File: src/common/dcc_defs.vh
// Register map, field positions and reset values of the dual comparator control block
`ifndef DCC_DEFS_VH
`define DCC_DEFS_VH

// ==========================================================
// Register offsets (byte addresses on the plain port)
`define DCC_ADDR_W        4
`define DCC_CTRL0_ADDR    4'h0
`define DCC_CTRL1_ADDR    4'h4
`define DCC_IRQ_ADDR      4'h8
`define DCC_IEN_ADDR      4'hc

// ==========================================================
// Control register fields
`define DCC_ON_BIT        6
`define DCC_INV_BIT       5
`define DCC_RES_BIT       4
`define DCC_HYS_BIT       0
`define DCC_CTRL_RESET    8'h01
`define DCC_CTRL_WMASK    8'h61
`define DCC_HYS_RESET     2'h3

// ==========================================================
// Flag and enable registers: bit n belongs to comparator n
`define DCC_FLAG_RESET    2'h0
`define DCC_IEN_RESET     2'h0

// ==========================================================
// Timing counts
// Cycles a freshly enabled channel is held low: covers the enable output flop,
// the analog response and the synchroniser with its agreement stage
`define DCC_SETTLE_CYCLES 3'h6

`endif

File: src/design/dcc_sync.v
// Three-stage synchroniser with agreement filter for one asynchronous level
`timescale 1ns/1ps

module dcc_sync (
  // Clock and reset
  input  wire clock_i,
  input  wire rst_i,
  // Asynchronous level in, filtered level out
  input  wire async_i,
  output reg  level_o
);

  reg s1_r;
  reg s2_r;
  reg s3_r;

  // ==========================================================
  // Chain and filter: the level moves only when stages 2 and 3 agree
  always @(posedge clock_i or posedge rst_i) begin
    if (rst_i) begin
      s1_r    <= 1'b0;
      s2_r    <= 1'b0;
      s3_r    <= 1'b0;
      level_o <= 1'b0;
    end else begin
      s1_r <= async_i;
      s2_r <= s1_r;
      s3_r <= s2_r;
      if (s2_r == s3_r) begin
        level_o <= s3_r;
      end
    end
  end

endmodule // dcc_sync

File: src/design/dcc_top.v
// Dual comparator control: registers, result polarity, change flags, wake and pin routing
//
// Notes on behaviour
// - Bit 6 switches each comparator on
// - Disabled comparator forces its result low
// - Bit 5 inverts the raw comparison
// - Bit 4 reads the polarised result only
// - Uninverted result is one when positive exceeds negative
// - Bit 0 enables hysteresis, resets to one
// - Bits 7 and 3..1 read zero, ignore writes
// - Any result change sets that channel's flag
// - Flag follows internal result, not the pin
// - Flag and enable request that channel's vector
// - Change during sleep with comparator on wakes
// - Flag high at sleep entry blocks wake
// - Enabled comparator drops its input pull-highs
// - Result can drive the shared output pin
// - Two fully independent channels
`timescale 1ns/1ps
`include "dcc_defs.vh"

module dcc_top (
  // Clock and reset
  input  wire                    clock_i,
  input  wire                    rst_i,
  // Register port
  input  wire [`DCC_ADDR_W-1:0]  addr_i,
  input  wire [7:0]              wdata_i,
  input  wire                    wr_i,
  input  wire                    rd_i,
  output reg  [7:0]              rdata_o,
  // Analog comparator cores
  input  wire [1:0]              raw_cmp_i,
  output reg  [1:0]              comparator_on_o,
  output reg  [1:0]              hysteresis_on_o,
  output reg  [1:0]              pullhigh_off_o,
  // Shared output pins
  input  wire [1:0]              pin_sel_i,
  output reg  [1:0]              pin_out_o,
  output reg  [1:0]              pin_oe_o,
  // Interrupt controller and power manager
  input  wire                    sleep_i,
  output reg  [1:0]              irq_vec_o,
  output reg  [1:0]              wake_o
);

  // Per-channel control state
  reg  [1:0] comparator_on_r;
  reg  [1:0] result_invert_r;
  reg  [1:0] hysteresis_on_r;
  reg  [1:0] compare_result_r;
  reg  [1:0] flag_r;
  reg  [1:0] ien_r;
  reg  [1:0] wake_block_r;
  reg        sleep_d_r;
  reg  [2:0] settle0_r;
  reg  [2:0] settle1_r;
  wire [1:0] cmp_sync;
  wire       sleep_s;

  // Control register image of one channel
  function [7:0] ctrl_image;
    input on;
    input inv;
    input res;
    input hys;
    begin
      ctrl_image = 8'h00;
      ctrl_image[`DCC_ON_BIT]  = on;
      ctrl_image[`DCC_INV_BIT] = inv;
      ctrl_image[`DCC_RES_BIT] = res;
      ctrl_image[`DCC_HYS_BIT] = hys;
    end
  endfunction

  // Next value of a settle counter: reload when the channel is switched on,
  // otherwise count down and rest at zero
  function [2:0] settle_next;
    input       start;
    input [2:0] count;
    begin
      if (start) begin
        settle_next = `DCC_SETTLE_CYCLES;
      end else if (count != 3'h0) begin
        settle_next = count - 3'h1;
      end else begin
        settle_next = 3'h0;
      end
    end
  endfunction

  // Strobe aimed at one register offset
  function reg_hit;
    input                   strobe;
    input [`DCC_ADDR_W-1:0] addr;
    input [`DCC_ADDR_W-1:0] target;
    begin
      reg_hit = strobe && (addr == target);
    end
  endfunction

  // Next state of one flag: a software write loads it, a result change sets it,
  // and the set wins when both fall in one cycle
  function flag_next;
    input wr;
    input wval;
    input flag;
    input change;
    begin
      if (wr) begin
        flag_next = wval | change;
      end else begin
        flag_next = flag | change;
      end
    end
  endfunction

  // Two per-channel bits at the bottom of a read byte, the rest zero
  function [7:0] pair_image;
    input [1:0] bits;
    begin
      pair_image = {6'h00, bits};
    end
  endfunction

  // ==========================================================
  // Synchronisers for the analog decisions and the sleep level
  // A level is adopted only when the last two stages agree, so a decision
  // caught mid-swing cannot reach the edge detector as a double change
  genvar g;
  generate
    for (g = 0; g < 2; g = g + 1) begin : g_sync
      dcc_sync u_sync (
        .clock_i (clock_i),
        .rst_i   (rst_i),
        .async_i (raw_cmp_i[g]),
        .level_o (cmp_sync[g])
      );
    end
  endgenerate

  // Sleep arrives from the power manager, outside this clock's timing
  dcc_sync u_sleep_sync (
    .clock_i (clock_i),
    .rst_i   (rst_i),
    .async_i (sleep_i),
    .level_o (sleep_s)
  );

  // ==========================================================
  // Result bit and change-flag logic, one pass per channel
  wire [1:0] wr_ctrl;
  wire [1:0] switch_on;
  wire [1:0] settled;
  wire [1:0] result_nxt;
  wire [1:0] changed;
  wire [1:0] fresh_change;
  wire [1:0] wake_nxt;
  wire       wr_flag;
  wire       wr_ien;
  wire       sleep_entry;

  // Register decode; unmapped offsets match nothing and are ignored
  assign wr_ctrl[0]  = reg_hit(wr_i, addr_i, `DCC_CTRL0_ADDR);
  assign wr_ctrl[1]  = reg_hit(wr_i, addr_i, `DCC_CTRL1_ADDR);
  assign wr_flag     = reg_hit(wr_i, addr_i, `DCC_IRQ_ADDR);
  assign wr_ien      = reg_hit(wr_i, addr_i, `DCC_IEN_ADDR);
  assign sleep_entry = sleep_s && !sleep_d_r;

  // A channel going from off to on; its synchronised level is stale until
  // the fresh decision has crossed the synchroniser
  assign switch_on[0] = wr_ctrl[0] && wdata_i[`DCC_ON_BIT] && !comparator_on_r[0];
  assign switch_on[1] = wr_ctrl[1] && wdata_i[`DCC_ON_BIT] && !comparator_on_r[1];
  assign settled[0]   = (settle0_r == 3'h0);
  assign settled[1]   = (settle1_r == 3'h0);

  // Polarised result, low while the channel is off or still settling
  assign result_nxt = comparator_on_r & settled & (cmp_sync ^ result_invert_r);
  assign changed    = result_nxt ^ compare_result_r;

  // A change that raises a flag which was low; only that may wake the device
  assign fresh_change = changed & ~flag_r;
  assign wake_nxt     = {2{sleep_s}} & comparator_on_r & fresh_change & ~wake_block_r;

  // ==========================================================
  // Settle counters: a freshly enabled channel reads low until its decision
  // has crossed the synchroniser, so a stale level cannot raise a flag
  always @(posedge clock_i or posedge rst_i) begin
    if (rst_i) begin
      settle0_r <= 3'h0;
      settle1_r <= 3'h0;
    end else begin
      settle0_r <= settle_next(switch_on[0], settle0_r);
      settle1_r <= settle_next(switch_on[1], settle1_r);
    end
  end

  // ==========================================================
  // Sleep entry: remember which flags were already high as sleep began
  always @(posedge clock_i or posedge rst_i) begin
    if (rst_i) begin
      sleep_d_r    <= 1'b0;
      wake_block_r <= 2'h0;
    end else begin
      sleep_d_r <= sleep_s;
      // Cleared again once the device is awake
      if (sleep_entry) begin
        wake_block_r <= flag_r;
      end else if (!sleep_s) begin
        wake_block_r <= 2'h0;
      end
    end
  end

  // ==========================================================
  // Control registers and result bits
  always @(posedge clock_i or posedge rst_i) begin
    if (rst_i) begin
      comparator_on_r  <= 2'h0;
      result_invert_r  <= 2'h0;
      hysteresis_on_r  <= `DCC_HYS_RESET;
      compare_result_r <= 2'h0;
      ien_r            <= `DCC_IEN_RESET;
    end else begin
      compare_result_r <= result_nxt;
      if (wr_ctrl[0]) begin
        comparator_on_r[0] <= wdata_i[`DCC_ON_BIT];
        result_invert_r[0] <= wdata_i[`DCC_INV_BIT];
        hysteresis_on_r[0] <= wdata_i[`DCC_HYS_BIT];
      end
      if (wr_ctrl[1]) begin
        comparator_on_r[1] <= wdata_i[`DCC_ON_BIT];
        result_invert_r[1] <= wdata_i[`DCC_INV_BIT];
        hysteresis_on_r[1] <= wdata_i[`DCC_HYS_BIT];
      end
      if (wr_ien) begin
        ien_r <= wdata_i[1:0];
      end
    end
  end

  // ==========================================================
  // Flags: software writes any value, a change sets and wins over clear
  // Presetting a flag before sleep is how software suppresses a wake-up
  always @(posedge clock_i or posedge rst_i) begin
    if (rst_i) begin
      flag_r <= `DCC_FLAG_RESET;
    end else begin
      flag_r[0] <= flag_next(wr_flag, wdata_i[0], flag_r[0], changed[0]);
      flag_r[1] <= flag_next(wr_flag, wdata_i[1], flag_r[1], changed[1]);
    end
  end

  // ==========================================================
  // Registered outputs
  // Every output is a flop, so the analog cores and the pins see clean levels
  always @(posedge clock_i or posedge rst_i) begin
    if (rst_i) begin
      comparator_on_o <= 2'h0;
      hysteresis_on_o <= `DCC_HYS_RESET;
      pullhigh_off_o  <= 2'h0;
      pin_out_o       <= 2'h0;
      pin_oe_o        <= 2'h0;
      irq_vec_o       <= 2'h0;
      wake_o          <= 2'h0;
    end else begin
      comparator_on_o <= comparator_on_r;
      hysteresis_on_o <= hysteresis_on_r;
      pullhigh_off_o  <= comparator_on_r;
      // The pin carries the stored result bit; the flags never look at it
      pin_out_o       <= compare_result_r & pin_sel_i;
      pin_oe_o        <= pin_sel_i;
      irq_vec_o       <= flag_r & ien_r;
      // Wake on a fresh flag only, never from one already high at entry
      wake_o          <= wake_nxt;
    end
  end

  // ==========================================================
  // Read data, valid the cycle after the read strobe only
  always @(posedge clock_i or posedge rst_i) begin
    if (rst_i) begin
      rdata_o <= 8'h00;
    end else if (rd_i) begin
      // The result bit reads low from the very cycle its channel is switched off
      case (addr_i)
        `DCC_CTRL0_ADDR: rdata_o <= ctrl_image(comparator_on_r[0], result_invert_r[0],
                                               compare_result_r[0] & comparator_on_r[0],
                                               hysteresis_on_r[0]);
        `DCC_CTRL1_ADDR: rdata_o <= ctrl_image(comparator_on_r[1], result_invert_r[1],
                                               compare_result_r[1] & comparator_on_r[1],
                                               hysteresis_on_r[1]);
        `DCC_IRQ_ADDR:   rdata_o <= pair_image(flag_r);
        `DCC_IEN_ADDR:   rdata_o <= pair_image(ien_r);
        default:         rdata_o <= 8'h00;
      endcase
    end else begin
      rdata_o <= 8'h00;
    end
  end

endmodule // dcc_top

File: config.mk
export PLATFORM = sky130hd
export DESIGN_NAME = dcc_top
export DESIGN_NICKNAME = d
export VERILOG_FILES = /design/src/design/dcc_sync.v /design/src/design/dcc_top.v
export VERILOG_INCLUDE_DIRS = /design/src /design/src/common
export SDC_FILE = /design/constraint.sdc
export NUM_CORES = 1
export LEC_CHECK = 0
export ABC_AREA = 1
export BUFFER_PORTS_ARGS = -buffer_cell sky130_fd_sc_hd__buf_4
export CORE_MARGIN = 2
export CORE_UTILIZATION = 57
export DETAILED_ROUTE_END_ITERATION = 8
export PLACE_DENSITY = 0.79
export SLEW_MARGIN = 20
export SYNTH_ARGS = -nofsm -noshare
export SYNTH_HDL_FRONTEND = slang
export SYNTH_SLANG_ARGS = --single-unit
File: constraint.sdc
create_clock -name clock_i -period 4 [get_ports clock_i]
set_input_delay 0.4 -clock clock_i [delete_from_list [all_inputs] [get_ports clock_i]]
set_output_delay 0.4 -clock clock_i [all_outputs]
set_load 0.01 [all_outputs]
# ---- Yosys cells after proc, flatten, opt, wreduce, memory -nomap -nowiden
# Index checks and enable logic that the tools add are counted.
dict set report op_classes {
  add_sub_neg 2
  eq_ne 7
  mux 10
  bitwise 18
  reduce_logical 17
}
# cell n
set op_table {}
lappend op_table {{7-bit one-hot mux with 4 select lines} 1}
lappend op_table {{2-bit AND} 8}
lappend op_table {{3-bit two-way mux} 4}
lappend op_table {{1-bit logical AND} 9}
lappend op_table {{4-bit == test, second input constant} 2}
lappend op_table {{8-bit two-way mux} 1}
lappend op_table {{3-bit logical NOT} 2}
lappend op_table {{3-bit nonzero test} 2}
lappend op_table {{3-bit by 1-bit subtractor with 3-bit output, second input constant} 2}
lappend op_table {{4-bit by 3-bit == test with 1-bit output, second input constant} 1}
lappend op_table {{4-bit logical NOT} 1}
lappend op_table {{2-bit two-way mux} 2}
lappend op_table {{2-bit NOT} 2}
lappend op_table {{1-bit OR} 4}
lappend op_table {{2-bit bitwise XOR} 2}
lappend op_table {{1-bit == test} 3}
lappend op_table {{1-bit logical NOT} 3}
lappend op_table {{1-bit AND} 2}
lappend op_table {{1-bit two-way mux} 2}
lappend op_table {{2-bit != test, second input constant} 1}
dict set report word_totals {
  register_bits 53
  inputBits 21
  out_inout_bits 22
  wordCells 86
}

# ---- Depth between registers and ports, before layout
# Gate-level depths: netlist of run 1.
dict set report depth {
  ltp_word 7
  ltp_mapped 8
  ltp_nobuf 8
}

# ---- Hierarchy
# A second synthesis of run 1 with hierarchy kept.
dict set report hier_totals {
  cells_unflattened 214
  area_unflattened_um2 2026.9
}
# mod n_inst cells_per_inst area_per_inst_um2 seq_area_each_um2
set modules_own_cells {}
lappend modules_own_cells {dcc_top 1 187 1666.6 955.9}
lappend modules_own_cells {dcc_sync 3 9 120.1 100.1}

# ---- Least setup slack after synthesis of run 1
# Ideal clock, no wire load.
dict set report synth_timing {
  path_type {reg-to-reg}
  startpoint {register settle1_r[0]}
  endpoint {register wake_o[1]}
  setup_time_ns 0.071
  t_arrival_ns 1.012
  t_required_ns 3.929
  setup_slack_ns 2.917
  path_stages_with_launch 9
  path_buffers 0
  synth_period_minus_slack_ns 1.083
  path_cell_list {dfrtp_1 -> nor2_1 -> ha_1 -> nand2_1 -> inv_1 -> nand3_1 -> nand2_1 -> nand2_1 -> nor2_1}
}
dict set report synth_via {
  elab_chain_cells 7
}
# item line
set synth_lines {}
lappend synth_lines {{from (decl)} dcc_top.v:57} ;# reg [2:0] settle1_r;
lappend synth_lines {{from (signal assigned)} dcc_top.v:194} ;# settle1_r <= settle_next(switch_on[1], settle1_r);
lappend synth_lines {{3-bit logical NOT} dcc_top.v:175} ;# assign settled[1] = (settle1_r == 3'h0);
lappend synth_lines {{2-bit AND (2 in a row)} dcc_top.v:178} ;# assign result_nxt = comparator_on_r & settled & (cmp_sync ^ result_invert_r);
lappend synth_lines {{2-bit bitwise XOR} dcc_top.v:179} ;# assign changed = result_nxt ^ compare_result_r;
lappend synth_lines {{2-bit AND} dcc_top.v:182} ;# assign fresh_change = changed & ~flag_r;
lappend synth_lines {{2-bit AND (2 in a row)} dcc_top.v:183} ;# assign wake_nxt = {2{sleep_s}} & comparator_on_r & fresh_change & ~wake_block_r;
lappend synth_lines {{named net wake_nxt[1]} dcc_top.v:158} ;# wire [1:0] wake_nxt;
lappend synth_lines {{to (signal assigned)} dcc_top.v:275} ;# wake_o <= wake_nxt;
lappend synth_lines {{to (decl)} dcc_top.v:44} ;# output reg [1:0] wake_o
# The timed path passes the listed nets, and every way through them passes these cells.
# A chain may end at the register's enable or synchronous reset.

# ---- Worst setup path in the final report of run 1
dict set report layout_timing {
  startpoint {register hysteresis_on_o[1]}
  endpoint {output hysteresis_on_o[1]}
}
# item line
set layout_lines {}
lappend layout_lines {{from (decl)} dcc_top.v:35} ;# output reg [1:0] hysteresis_on_o,
lappend layout_lines {{from (signal assigned)} dcc_top.v:260} ;# hysteresis_on_o <= `DCC_HYS_RESET;
lappend layout_lines {{from (signal assigned)} dcc_top.v:268} ;# hysteresis_on_o <= hysteresis_on_r;
# No word-level cell between the ends.

==> results.md, run 1 <==
- Status: finished, final reports clean
- Hold Buf Count CTS: 0
- Total grt overflow: 0
- Unrepaired setup endpoints after global routing: false
- Final Cycle Share: 0.348
- Setup_tns: 0 ps
- R2r worst-path depth: 8
- Synth cell types: 19
- Initial Util: 0.594
- CTS clk-pin slew, worst paths: between 100 and 150 ps
- CTS tree: done
- Ratio of cells with drive above 1 in the final layout: 0.225
- Slew margin rel.: 0.470
- Diodes inserted: 0
- I/O pins: between 40 and 50
- Synth Register Bits: 50
- CP endpoint kind: primary output
- Die W: 63.2 µm
- Worst path max stage delay: roughly 530 ps
- Crit-path slowest cell: dfstp_2
- Buffer count from post-CTS setup fixing: 0
- Synth cell count leaders: 46 x dfrtp_1, 39 x inv_1, 38 x nand2_1, 14 x nand3_1, 14 x nor2_1
- Final GP Congestion: ~0.85
- Ys Warns: 0
- Num rows: 21
- Clk Latency, worst-skew pair: about 360 ps
- Worst hold stages: 1
- Ys flop type: dfrtp_1
- Detailed placement HPWL: between 2 and 2.5 mm
- Top-count cell post-synth: dfrtp_1
- Worst-Margin Slew: 794 ps
- Crit-path cells: buf_4
- DRC: 0
- Worst R2R Setup Slack: 2750 ps
- WL per Instance: between 10 and 15 µm
- Cts repair resizes: 0
- H-tree depth: 2
- Endpoints failing hold: 0
- Slew Limit Fails: 0
- Syn Inst Count: 202
- All-Layer GR Usage: 0.185
- Max-cap viol count: 0
- Crit start category: flip-flop
- Area Growth Syn to Fin: 16.5%
- Fmax: 0.718 GHz
- Fin nets: about 270
- Seq/Total Area, Yosys: 0.629
- Vias/cell: about 4.9
- CP Class: reg -> out
- R2R Path End: wake_o[1]$_DFF_PP0_
- Initial antenna violation count: 0
- First-pass GRT wire length: approximately 5.7 mm
- Bufs and invs on worst path: 1
- Largest register FFs: 5
- Worst r2r src: settle1_r[0]$_DFF_PP0_
- Worst Path Max Fanout: 1
- Critical path arrival: 990 ps
- Yosys top cell by area: dfrtp_1
- # fillers: 268
- Avg Cell Area, Syn: approximately 9.9 µm²
- Via Count: about 1400
- Min cycle time layout: about 1400 ps
- Register with the most flip-flops: rdata_o
- Final setup vio count: 0
- CTS root buf: clkbuf_4
- Final WL: between 3 and 4 mm
- HP Class: in -> reg
- CP required: approximately 3600 ps
- # clock sinks: 50
- Leak Pwr: approximately 1.3 nW
- Largest registers: rdata_o (5), settle0_r (3), settle1_r (3)
- EDFF count, synth: 0
- Asr flop ratio synth: 1.00
- P per Cell Area: 438 nW/µm²
- Die ar.: 3990 µm²
- TritonRoute pass-1 iters: 5
- Syn Std Cell Area: between 1500 and 2000 µm²
- Vias in the first global route: ~1400
- Initial DRC Count: between 60 and 70
- Hold_sp: sleep_i
- Post-DRT Antenna Nets: 0
- Largest net degree at the start of global routing: 51
- Post-synth top area share: 0.576
- Top delay family on crit path: flip-flops
- Total chip power: between 1 and 1.5 mW
- Die height: 63.2 µm
- Worst VDD drop: approximately 0.22 mV
- CTS Buf Count: 5
- Clock Skews: around 7.4 ps
- Bufs on Longest Clock Path: 2
- Top post-synthesis cells by area: dfrtp_1 58%, inv_1 7.3%, nand2_1 7.1%
- Core area: between 3000 and 4000 µm²
- End of the worst hold path: u_sleep_sync.s1_r$_DFF_PP0_
- Port Buffers: 35
[final cells by class]
cell class	instances	area, µm²	area share
flip-flops and latches	50	1260	0.540
multi-input cells	109	557	0.239
repair buffers	35	263	0.113
inverters	39	148	0.0635
well taps	46	57.6	0.0247
clock buffers	7	45.0	0.0194
[how the worst max path moves through the flow]
stage / start / end / slack (ps) / cells after the start
final: hysteresis_on_o[1]$_DFF_PP1_ / hysteresis_on_o[1] / 2610 / 1
after global routing: hysteresis_on_o[1]$_DFF_PP1_ / hysteresis_on_o[1] / 2560 / 1
after detailed placement: addr_i[1] / settle0_r[2]$_DFF_PP0_ / 2540 / 6
after global placement: addr_i[1] / settle0_r[1]$_DFF_PP0_ / 2550 / 6
after CTS: hysteresis_on_o[1]$_DFF_PP1_ / hysteresis_on_o[1] / 2600 / 1
after floorplan: rst_i / comparator_on_r[0]$_DFFE_PP0N_ / 2410 / 1
[metal layers]
metal  GRT usage  share of wire  vias up  wire length, µm
met5           0              0        -                0
met4      0.0924          0.021        0               68
met3      0.0429          0.053        8              174
met2       0.311           0.48       40             1560
met1       0.223           0.45      649             1450
li1            -              -      692                -
[where the power goes]
part	switching, mW	total, mW	internal, mW
Sequential	0.0470	0.623	0.576
Combinational	0.106	0.188	0.0822
Clock	0.140	0.207	0.0665
Total	0.293	1.02	0.725
[kinds of logic (layout without fill, tap and decap cells)]
logic type | count (synthesis) | in the layout | share of synthesized area
flops | 50 | 50 | 0.629
buf+inv | 45 | 81 | 0.0959
simple gates | 81 | 81 | 0.187
compound gates | 18 | 18 | 0.0464
other cells | 1 | 3 | 0.00188
fa+ha+maj | 7 | 7 | 0.0401
[placed cells by master (no fill, tap or decap)]
cell and count:
or2_2 2, nor3_4 1, o22ai_1 2, ha_1 4, o21ai_0 10, dfstp_2 4
maj3_1 3, buf_4 35, clkbuf_4 5, a21oi_1 6, clkbuf_1 2, nand4_1 6
conb_1 3, clkinv_2 1, nor2_1 14, nand2_1 38, nor2_2 4, nand2_2 1
inv_1 38, nand3_1 14, nor3_2 1, dfrtp_1 46
[stage by stage]
stage               std cells  instance area (µm²)   util  hold slack [ps]  setup slack [ps]
floorplan                 204                 2000      -              331              2410
global placement          279                 2280  0.678              333              2550
detailed placement        279                 2280  0.678              340              2540
CTS                       286                 2320  0.691              125              2600
global route              286                 2330  0.692              108              2560
finish                    286                 2330  0.692              137              2610
Note: power is estimated with default switching activity, not from simulation.
==> run 2, diff against run 1 <==
- CORE_UTILIZATION: 57 -> 53
- PLACE_DENSITY: 0.79 -> 0.74
- clock period: 4 -> 1.3 ns (I/O delays scaled with it)
==> run 2 against run 1 <==
Hold slack lost 84 ps; setup slack lost 2600 ps; utilization grew 0.26 points; total power grew to 3.6 times the previous value; flip-flop and latch count is the same; cell area grew 8.4%; combinational power grew to 3.7 times the previous value; count of clock-buffer cells in the layout is the same; clock skew shrank 1.6 ps; critical path depth grew 7; sequential power grew to 3.1 times the previous value; non-clock buffer count grew 11; critical path type is now reg -> reg.
==> results.md, run 2 (synthesis gave the netlist of run 1 again) <==
- P per Cell Area: 1450 nW/µm² (was 438 nW/µm²)
- Clk Latency, worst-skew pair: 300 ps (was 360 ps)
- CP endpoint kind: flip-flop (was primary output)
- Detailed placement HPWL: 2.39 mm (was 2.37 mm)
- Final WL: 3.50 mm (was 3.26 mm)
- Bufs on Longest Clock Path: 2 (unchanged)
- Switching share of power: 0.270 (was 0.288)
- Critical path's most frequent cell: nand2_2
- All-Layer GR Usage: 0.180 (was 0.185)
- Slew Limit Fails: 0 (unchanged)
- CTS tree: done (unchanged)
- Worst Path Max Fanout: 3 (was 1)
- Initial DRC Count: 142 (was 62)
- Most common cell after layout, fill and taps aside: dfrtp_1 (unchanged)
- Final Cycle Share: 0.967
- Leak Pwr: 1.33 nW (was 1.25 nW)
- Largest registers: rdata_o (5), settle0_r (3), settle1_r (3) (unchanged)
- Fin nets: 276 (was 265)
- Post-DRT Antenna Nets: 0 (unchanged)
- WL per Instance: 11.7 µm (was 11.4 µm)
- Die height: 65.4 µm (was 63.2 µm)
- Status: finished, final reports clean (unchanged)
- Worst VDD drop: 0.760 mV (was 0.224 mV)
- Top layer reached by signal wires: met4 (unchanged)
- H-tree depth: 2 (unchanged)
- Register Area: 1260 µm² (unchanged)
- Commonest non-fill, non-tap cells in the layout: 46 x dfrtp_1, 39 x buf_4, 37 x inv_1, 35 x nand2_1, 13 x nand3_1 (was 46 x dfrtp_1, 38 x inv_1, 38 x nand2_1, 35 x buf_4)
- Largest net degree at the start of global routing: 51 (unchanged)
- M1 wire length: 1.51 mm (was 1.45 mm)
- Vias/cell: 4.77 (was 4.86)
- Critical path launch point: settle1_r[0]$_DFF_PP0_ (was hysteresis_on_o[1]$_DFF_PP1_)
- Clock Skews: 5.84 ps (was 7.43 ps)
- Die W: 65.4 µm (was 63.2 µm)
- DRC: 0 (unchanged)
- Critical path arrival: 1480 ps (was 990 ps)
- CTS root buf: clkbuf_8 (was clkbuf_4)
- Total grt overflow: 0 (unchanged)
- Ratio of cells with drive above 1 in the final layout: 0.270 (was 0.225)
- Pint: 2.67 mW (was 0.725 mW)
- Initial antenna violation count: 0 (unchanged)
- Worst path max stage delay: 420 ps (was 530 ps)
- CP Class: reg -> reg (was reg -> out)
- Crit start category: flip-flop (unchanged)
- # clock sinks: 50 (unchanged)
- TritonRoute pass-1 iters: 4 (was 5)
- Hold_sp: wdata_i[5] (was sleep_i)
- Flop pwr share: 0.524 (was 0.612)
- Area Growth Syn to Fin: 26.3% (was 16.5%)
- Metal3 WL: 201 µm (was 174 µm)
- Min cycle time layout: around 1300 ps
- Via Count: 1431 (was 1389)
- Diodes inserted: 0 (unchanged)
- Endpoints failing hold: 0 (unchanged)
- Psw: 0.988 mW (was 0.293 mW)
- HP Class: in -> reg (unchanged)
- CTS Buf Count: 5 (unchanged)
- Initial Util: 0.550 (was 0.594)
- Die ar.: 4270 µm² (was 3990 µm²)
- Largest register FFs: 5 (unchanged)
- I/O pins: 43 (unchanged)
- Unrepaired setup endpoints after global routing: true (was false)
- Area of the multi-input gates: 577 µm² (was 557 µm²)
- Cell count after placement: 284 (was 279)
- CTS clk-pin slew, worst paths: 80 ps (was 120 ps)
- Worst r2r src: settle1_r[0]$_DFF_PP0_ (unchanged)
- First-pass GRT wire length: 5.65 mm (was 5.68 mm)
- CP required: 1530 ps (was 3600 ps)
- Setup_tns: 0 ps (unchanged)
- Num rows: 22 (was 21)
- Wire length on met2: 1.72 mm (was 1.56 mm)
- Final setup vio count: 0 (unchanged)
- Port Buffers: 35 (unchanged)
- Crit-path cells: nor2_2, ha_2, nand2_2, inv_2, nand3_2, nand2_2, nand2_2, nor2_1 (was buf_4)
- Final core occ: 0.694 (was 0.692)
- Comb pwr share: 0.189 (was 0.185)
- Non-filler cells in the finished layout: 300 (was 286)
- # fillers: 301 (was 268)
- Max-cap viol count: 0 (unchanged)
- Final GP Congestion: 0.809 (was 0.850)
- Clock share of power: 0.287 (was 0.203)
- Register with the most flip-flops: rdata_o (unchanged)
- Crit-path slowest cell: dfrtp_1 (was dfstp_2)
- Vias in the first global route: 1330 (was 1354)
- Fmax: 0.795 GHz
- Core area: 3630 µm² (was 3360 µm²)
- Total chip power: 3.66 mW (was 1.02 mW)
run 2: changes by cell type in the layout (fill, tap and decap cells not counted), sizes merged:
cell         before  now
dlygate4sd3       0    6
clkinvlp          0    1
buf              35   40
bufinv            0    1
clkinv            1    0
run 2: path summary, 6_finish.rpt:
| check | cells past startpoint | to | slack (ps) |
|---|---|---|---|
| hold reg to reg | 0 | g_sync[1].u_sync.s2_r$_DFF_PP0_ | 350 |
| max in group asynchronous | 4 | hysteresis_on_r[0]$_DFFE_PP1N_ | 570 |
| setup / recovery | 8 | wake_o[1]$_DFF_PP0_ | 40 |
| setup reg to reg | 8 | wake_o[1]$_DFF_PP0_ | 40 |
| min in group asynchronous | 4 | rdata_o[5]$_DFF_PP0_ | 440 |
| hold / removal | 3 | result_invert_r[0]$_DFFE_PP0N_ | 50 |
run 2: worst max-delay path, delay by kind of cell (launching register included):
| family | cells | cell delay [ps] |
|---|---|---|
| simple gates | 6 | 510 |
| flops | 1 | 420 |
| fa+ha+maj | 1 | 200 |
| buf+inv | 1 | 50 |
run 2: layout make-up:
type	instances	area share
multi-input cells	109	0.229
flip-flops and latches	50	0.498
well taps	48	0.0238
clock buffers	7	0.0303
repair buffers	46	0.148
inverters	39	0.0595
clock inverters	1	0.0119
run 2: power by group through the flow:
stage | logic [mW] | clock network [mW] | registers (mW)
CTS | 0.631 | 1.07 | 1.91
global route | 0.772 | 1.14 | 1.94
detailed placement | 0.615 | 0 | 1.94
floorplan | 0.349 | 0 | 1.94
finish | 0.689 | 1.05 | 1.92
global placement | 0.597 | 0 | 1.93
run 2: metal layers:
metal	up-vias	GRT usage
met5	-	0
met2	43	0.304
met1	670	0.211
li1	711	-
met4	0	0.0781
met3	7	0.0582
run 2: through the flow:
stage / setup slack, ps / cell area (µm²) / hold slack, ps
global placement: 109 / 2320 / 217
global route: -30.8 / 2520 / 66.3
detailed placement: 40.7 / 2320 / 222
finish: 42.8 / 2520 / 52.8
CTS: 6.32 / 2490 / 46.7
floorplan: 217 / 2010 / 161
run 2: timing repair:
item                                    4_1_cts  5_1_grt
gates resized for setup                       0        8
endpoints found under the setup margin        0        3
hold buffers                                  6        0
endpoints found under the hold margin        51        0
setup buffers                                 0        2
==> run 3, diff against run 2 <==
- CORE_UTILIZATION: 53 -> 56
- CTS_BUF_LIST: default -> sky130_fd_sc_hd__clkbuf_2
- PLACE_DENSITY: 0.74 -> 0.78
==> run 3 against run 2 <==
Die area decreased by 5.0%; flip-flop and latch count unchanged; wire length about the same; cell area increased by 1.5%; total power decreased by 12%; sequential share of layout area decreased by 0.75 points; non-clock buffer count increased by 10; critical path depth unchanged; sequential power about the same; register-to-register slack improved by 20 ps; critical endpoint is now wake_o[0]$_DFF_PP0_.
==> results.md, run 3 (synthesis gave the netlist of run 1 again) <==
- Unrepaired setup endpoints after global routing: true (unchanged)
- Final core occ: 0.756 (was 0.694)
- P per Cell Area: 1260 nW/µm² (was 1450 nW/µm²)
- CTS Buf Count: 5 (unchanged)
- I/O pins: 43 (unchanged)
- CTS tree: done (unchanged)
- Initial DRC Count: 97 (was 142)
- Initial antenna violation count: 0 (unchanged)
- Total grt overflow: 0 (unchanged)
- Clock share of power: 0.181 (was 0.287)
- All-Layer GR Usage: 0.204 (was 0.180)
- Most common cell after layout, fill and taps aside: dfrtp_1 (unchanged)
- # fillers: 255 (was 301)
- Worst VDD drop: 1.04 mV (was 0.760 mV)
- Ratio of cells with drive above 1 in the final layout: 0.271 (was 0.270)
- Worst r2r src: settle0_r[0]$_DFF_PP0_ (was settle1_r[0]$_DFF_PP0_)
- Port Buffers: 35 (unchanged)
- Slew Limit Fails: 0 (unchanged)
- TritonRoute pass-1 iters: 4 (unchanged)
- Final Cycle Share: 0.951 (was 0.967)
- Switching share of power: 0.301 (was 0.270)
- Final GP Congestion: 0.815 (was 0.809)
- Core area: 3390 µm² (was 3630 µm²)
- Flop pwr share: 0.595 (was 0.524)
- Crit-path cells: nor2_2, ha_2, nand2_2, inv_2, nand3_2, nand2_1, nand2_1, nor2_1 (was nor2_2, ha_2, nand2_2, inv_2, nand3_2, nand2_2, nand2_2, nor2_1)
- CP endpoint kind: flip-flop (unchanged)
- Pint: 2.25 mW (was 2.67 mW)
- HP Class: in -> reg (unchanged)
- Largest registers: rdata_o (5), settle0_r (3), settle1_r (3) (unchanged)
- Clock Skews: 15.7 ps (was 5.84 ps)
- Worst R2R Setup Slack: 60 ps (was 40 ps)
- Critical path's most frequent cell: nand2_1 (was nand2_2)
- Via Count: 1476 (was 1431)
- Area after DPL: 2350 µm² (was 2320 µm²)
- Comb pwr share: 0.224 (was 0.189)
- Vias/cell: 4.79 (was 4.77)
- CTS clk-pin slew, worst paths: 230 ps (was 80 ps)
- Psw: 0.967 mW (was 0.988 mW)
- CTS root buf: clkbuf_2 (was clkbuf_8)
- Clk Latency, worst-skew pair: 410 ps (was 300 ps)
- Crit start category: flip-flop (unchanged)
- Hold WS: 54.3 ps (was 52.8 ps)
- Post-DRT Antenna Nets: 0 (unchanged)
- Max-cap viol count: 0 (unchanged)
- Cell count after placement: 284 (unchanged)
- CP Class: reg -> reg (unchanged)
- Fin area: 2560 µm² (was 2520 µm²)
- Final setup vio count: 0 (unchanged)
- Bufs on Longest Clock Path: 2 (unchanged)
- Register with the most flip-flops: rdata_o (unchanged)
- Die W: 63.7 µm (was 65.4 µm)
- Fmax: 0.809 GHz (was 0.795 GHz)
- R2R Path End: wake_o[0]$_DFF_PP0_ (was wake_o[1]$_DFF_PP0_)
- Largest net degree at the start of global routing: 20 (was 51)
- Vias in the first global route: 1417 (was 1330)
- Critical Path Sink: wake_o[0]$_DFF_PP0_ (was wake_o[1]$_DFF_PP0_)
- Crit-path slowest cell: dfrtp_1 (unchanged)
- Worst path max stage delay: 450 ps (was 420 ps)
- Diodes inserted: 0 (unchanged)
- Die height: 63.7 µm (was 65.4 µm)
- Critical path arrival: 1600 ps (was 1480 ps)
- Worst Path Max Fanout: 3 (unchanged)
- Largest register FFs: 5 (unchanged)
- Num rows: 21 (was 22)
- H-tree depth: 2 (unchanged)
- Die ar.: 4060 µm² (was 4270 µm²)
- Non-filler cells in the finished layout: 308 (was 300)
- Min cycle time layout: 1240 ps (was 1260 ps)
- Final WL: 3.50 mm (about the same)
- Endpoints failing hold: 0 (unchanged)
- Status: finished, final reports clean (unchanged)
- CP required: 1670 ps (was 1530 ps)
- DRC: 0 (unchanged)
- Final worst setup slack: 63.9 ps (was 42.8 ps)
- Area Growth Syn to Fin: 28.3% (was 26.3%)
- Detailed placement HPWL: 2.46 mm (was 2.39 mm)
- Total chip power: 3.22 mW (was 3.66 mW)
- Leak Pwr: 1.35 nW (was 1.33 nW)
- Commonest non-fill, non-tap cells in the layout: 46 x dfrtp_1, 40 x buf_4, 37 x inv_1, 37 x nand2_1 (was 46 x dfrtp_1, 39 x buf_4, 37 x inv_1, 35 x nand2_1, 13 x nand3_1)
- WL per Instance: 11.4 µm (was 11.7 µm)
- Critical path launch point: settle0_r[0]$_DFF_PP0_ (was settle1_r[0]$_DFF_PP0_)
- First-pass GRT wire length: 6.26 mm (was 5.65 mm)
- Setup Slack @ Placement: 92.2 ps (was 40.7 ps)
- # clock sinks: 50 (unchanged)
- Fin nets: 286 (was 276)
- R2r worst-path depth: 8 (unchanged)
- Initial Util: 0.589 (was 0.550)
- Setup_tns: 0 ps (unchanged)
==> run 3: what timing repair did <==
action / CTS / global route
gates resized for setup: 0 / 8
buffers inserted: 0 / 3
hold buffers: 11 / 2
endpoints found under the setup margin: 0 / 5
hold endpoints to repair: 68 / 3
==> run 3: critical path: cells and delay by family, from the launching register on <==
kind          cells  cell delay (ps)
buf+inv           1               60
simple gates      6              480
fa+ha+maj         1              190
flops             1              450
==> run 3: area by class of cell <==
class | instances | area (µm²) | area share
clock buffers | 5 | 25.0 | 0.00977
multi-input cells | 109 | 574 | 0.224
flip-flops and latches | 50 | 1260 | 0.490
clock inverters | 3 | 16.3 | 0.00635
well taps | 46 | 57.6 | 0.0225
inverters | 39 | 150 | 0.0586
repair buffers | 56 | 482 | 0.188
==> run 3: layer usage <==
| metal | global-route usage | part of all wire |
|---|---|---|
| met1 | 0.254 | 0.43 |
| met2 | 0.333 | 0.51 |
| met3 | 0.0714 | 0.050 |
| met4 | 0.0652 | 0.013 |
| met5 | 0 | 0 |
==> run 3: how the worst min path moves through the flow <==
stage / slack, ps / to / start / cells past startpoint
5_1_grt: 10 / rdata_o[6]$_DFF_PP0_ / addr_i[2] / 4
6_report: 50 / comparator_on_r[0]$_DFFE_PP0N_ / addr_i[0] / 4
3_3_place_gp: 160 / irq_vec_o[0]$_DFF_PP0_ / rst_i / 2
4_1_cts: 0.9 / comparator_on_r[1]$_DFFE_PP0N_ / wr_i / 3
3_5_place_dp: 160 / rdata_o[0]$_DFF_PP0_ / rst_i / 2
2_1_floorplan: 160 / g_sync[0].u_sync.s1_r$_DFF_PP0_ / raw_cmp_i[0] / 0
==> run 3: power groups by stage <==
stage | Sequential (mW) | Clock (mW) | Combinational [mW]
2_1_floorplan | 1.94 | 0 | 0.349
3_3_place_gp | 1.93 | 0 | 0.606
3_5_place_dp | 1.94 | 0 | 0.622
4_1_cts | 1.91 | 0.610 | 0.652
5_1_grt | 1.94 | 0.692 | 0.824
6_report | 1.91 | 0.582 | 0.721
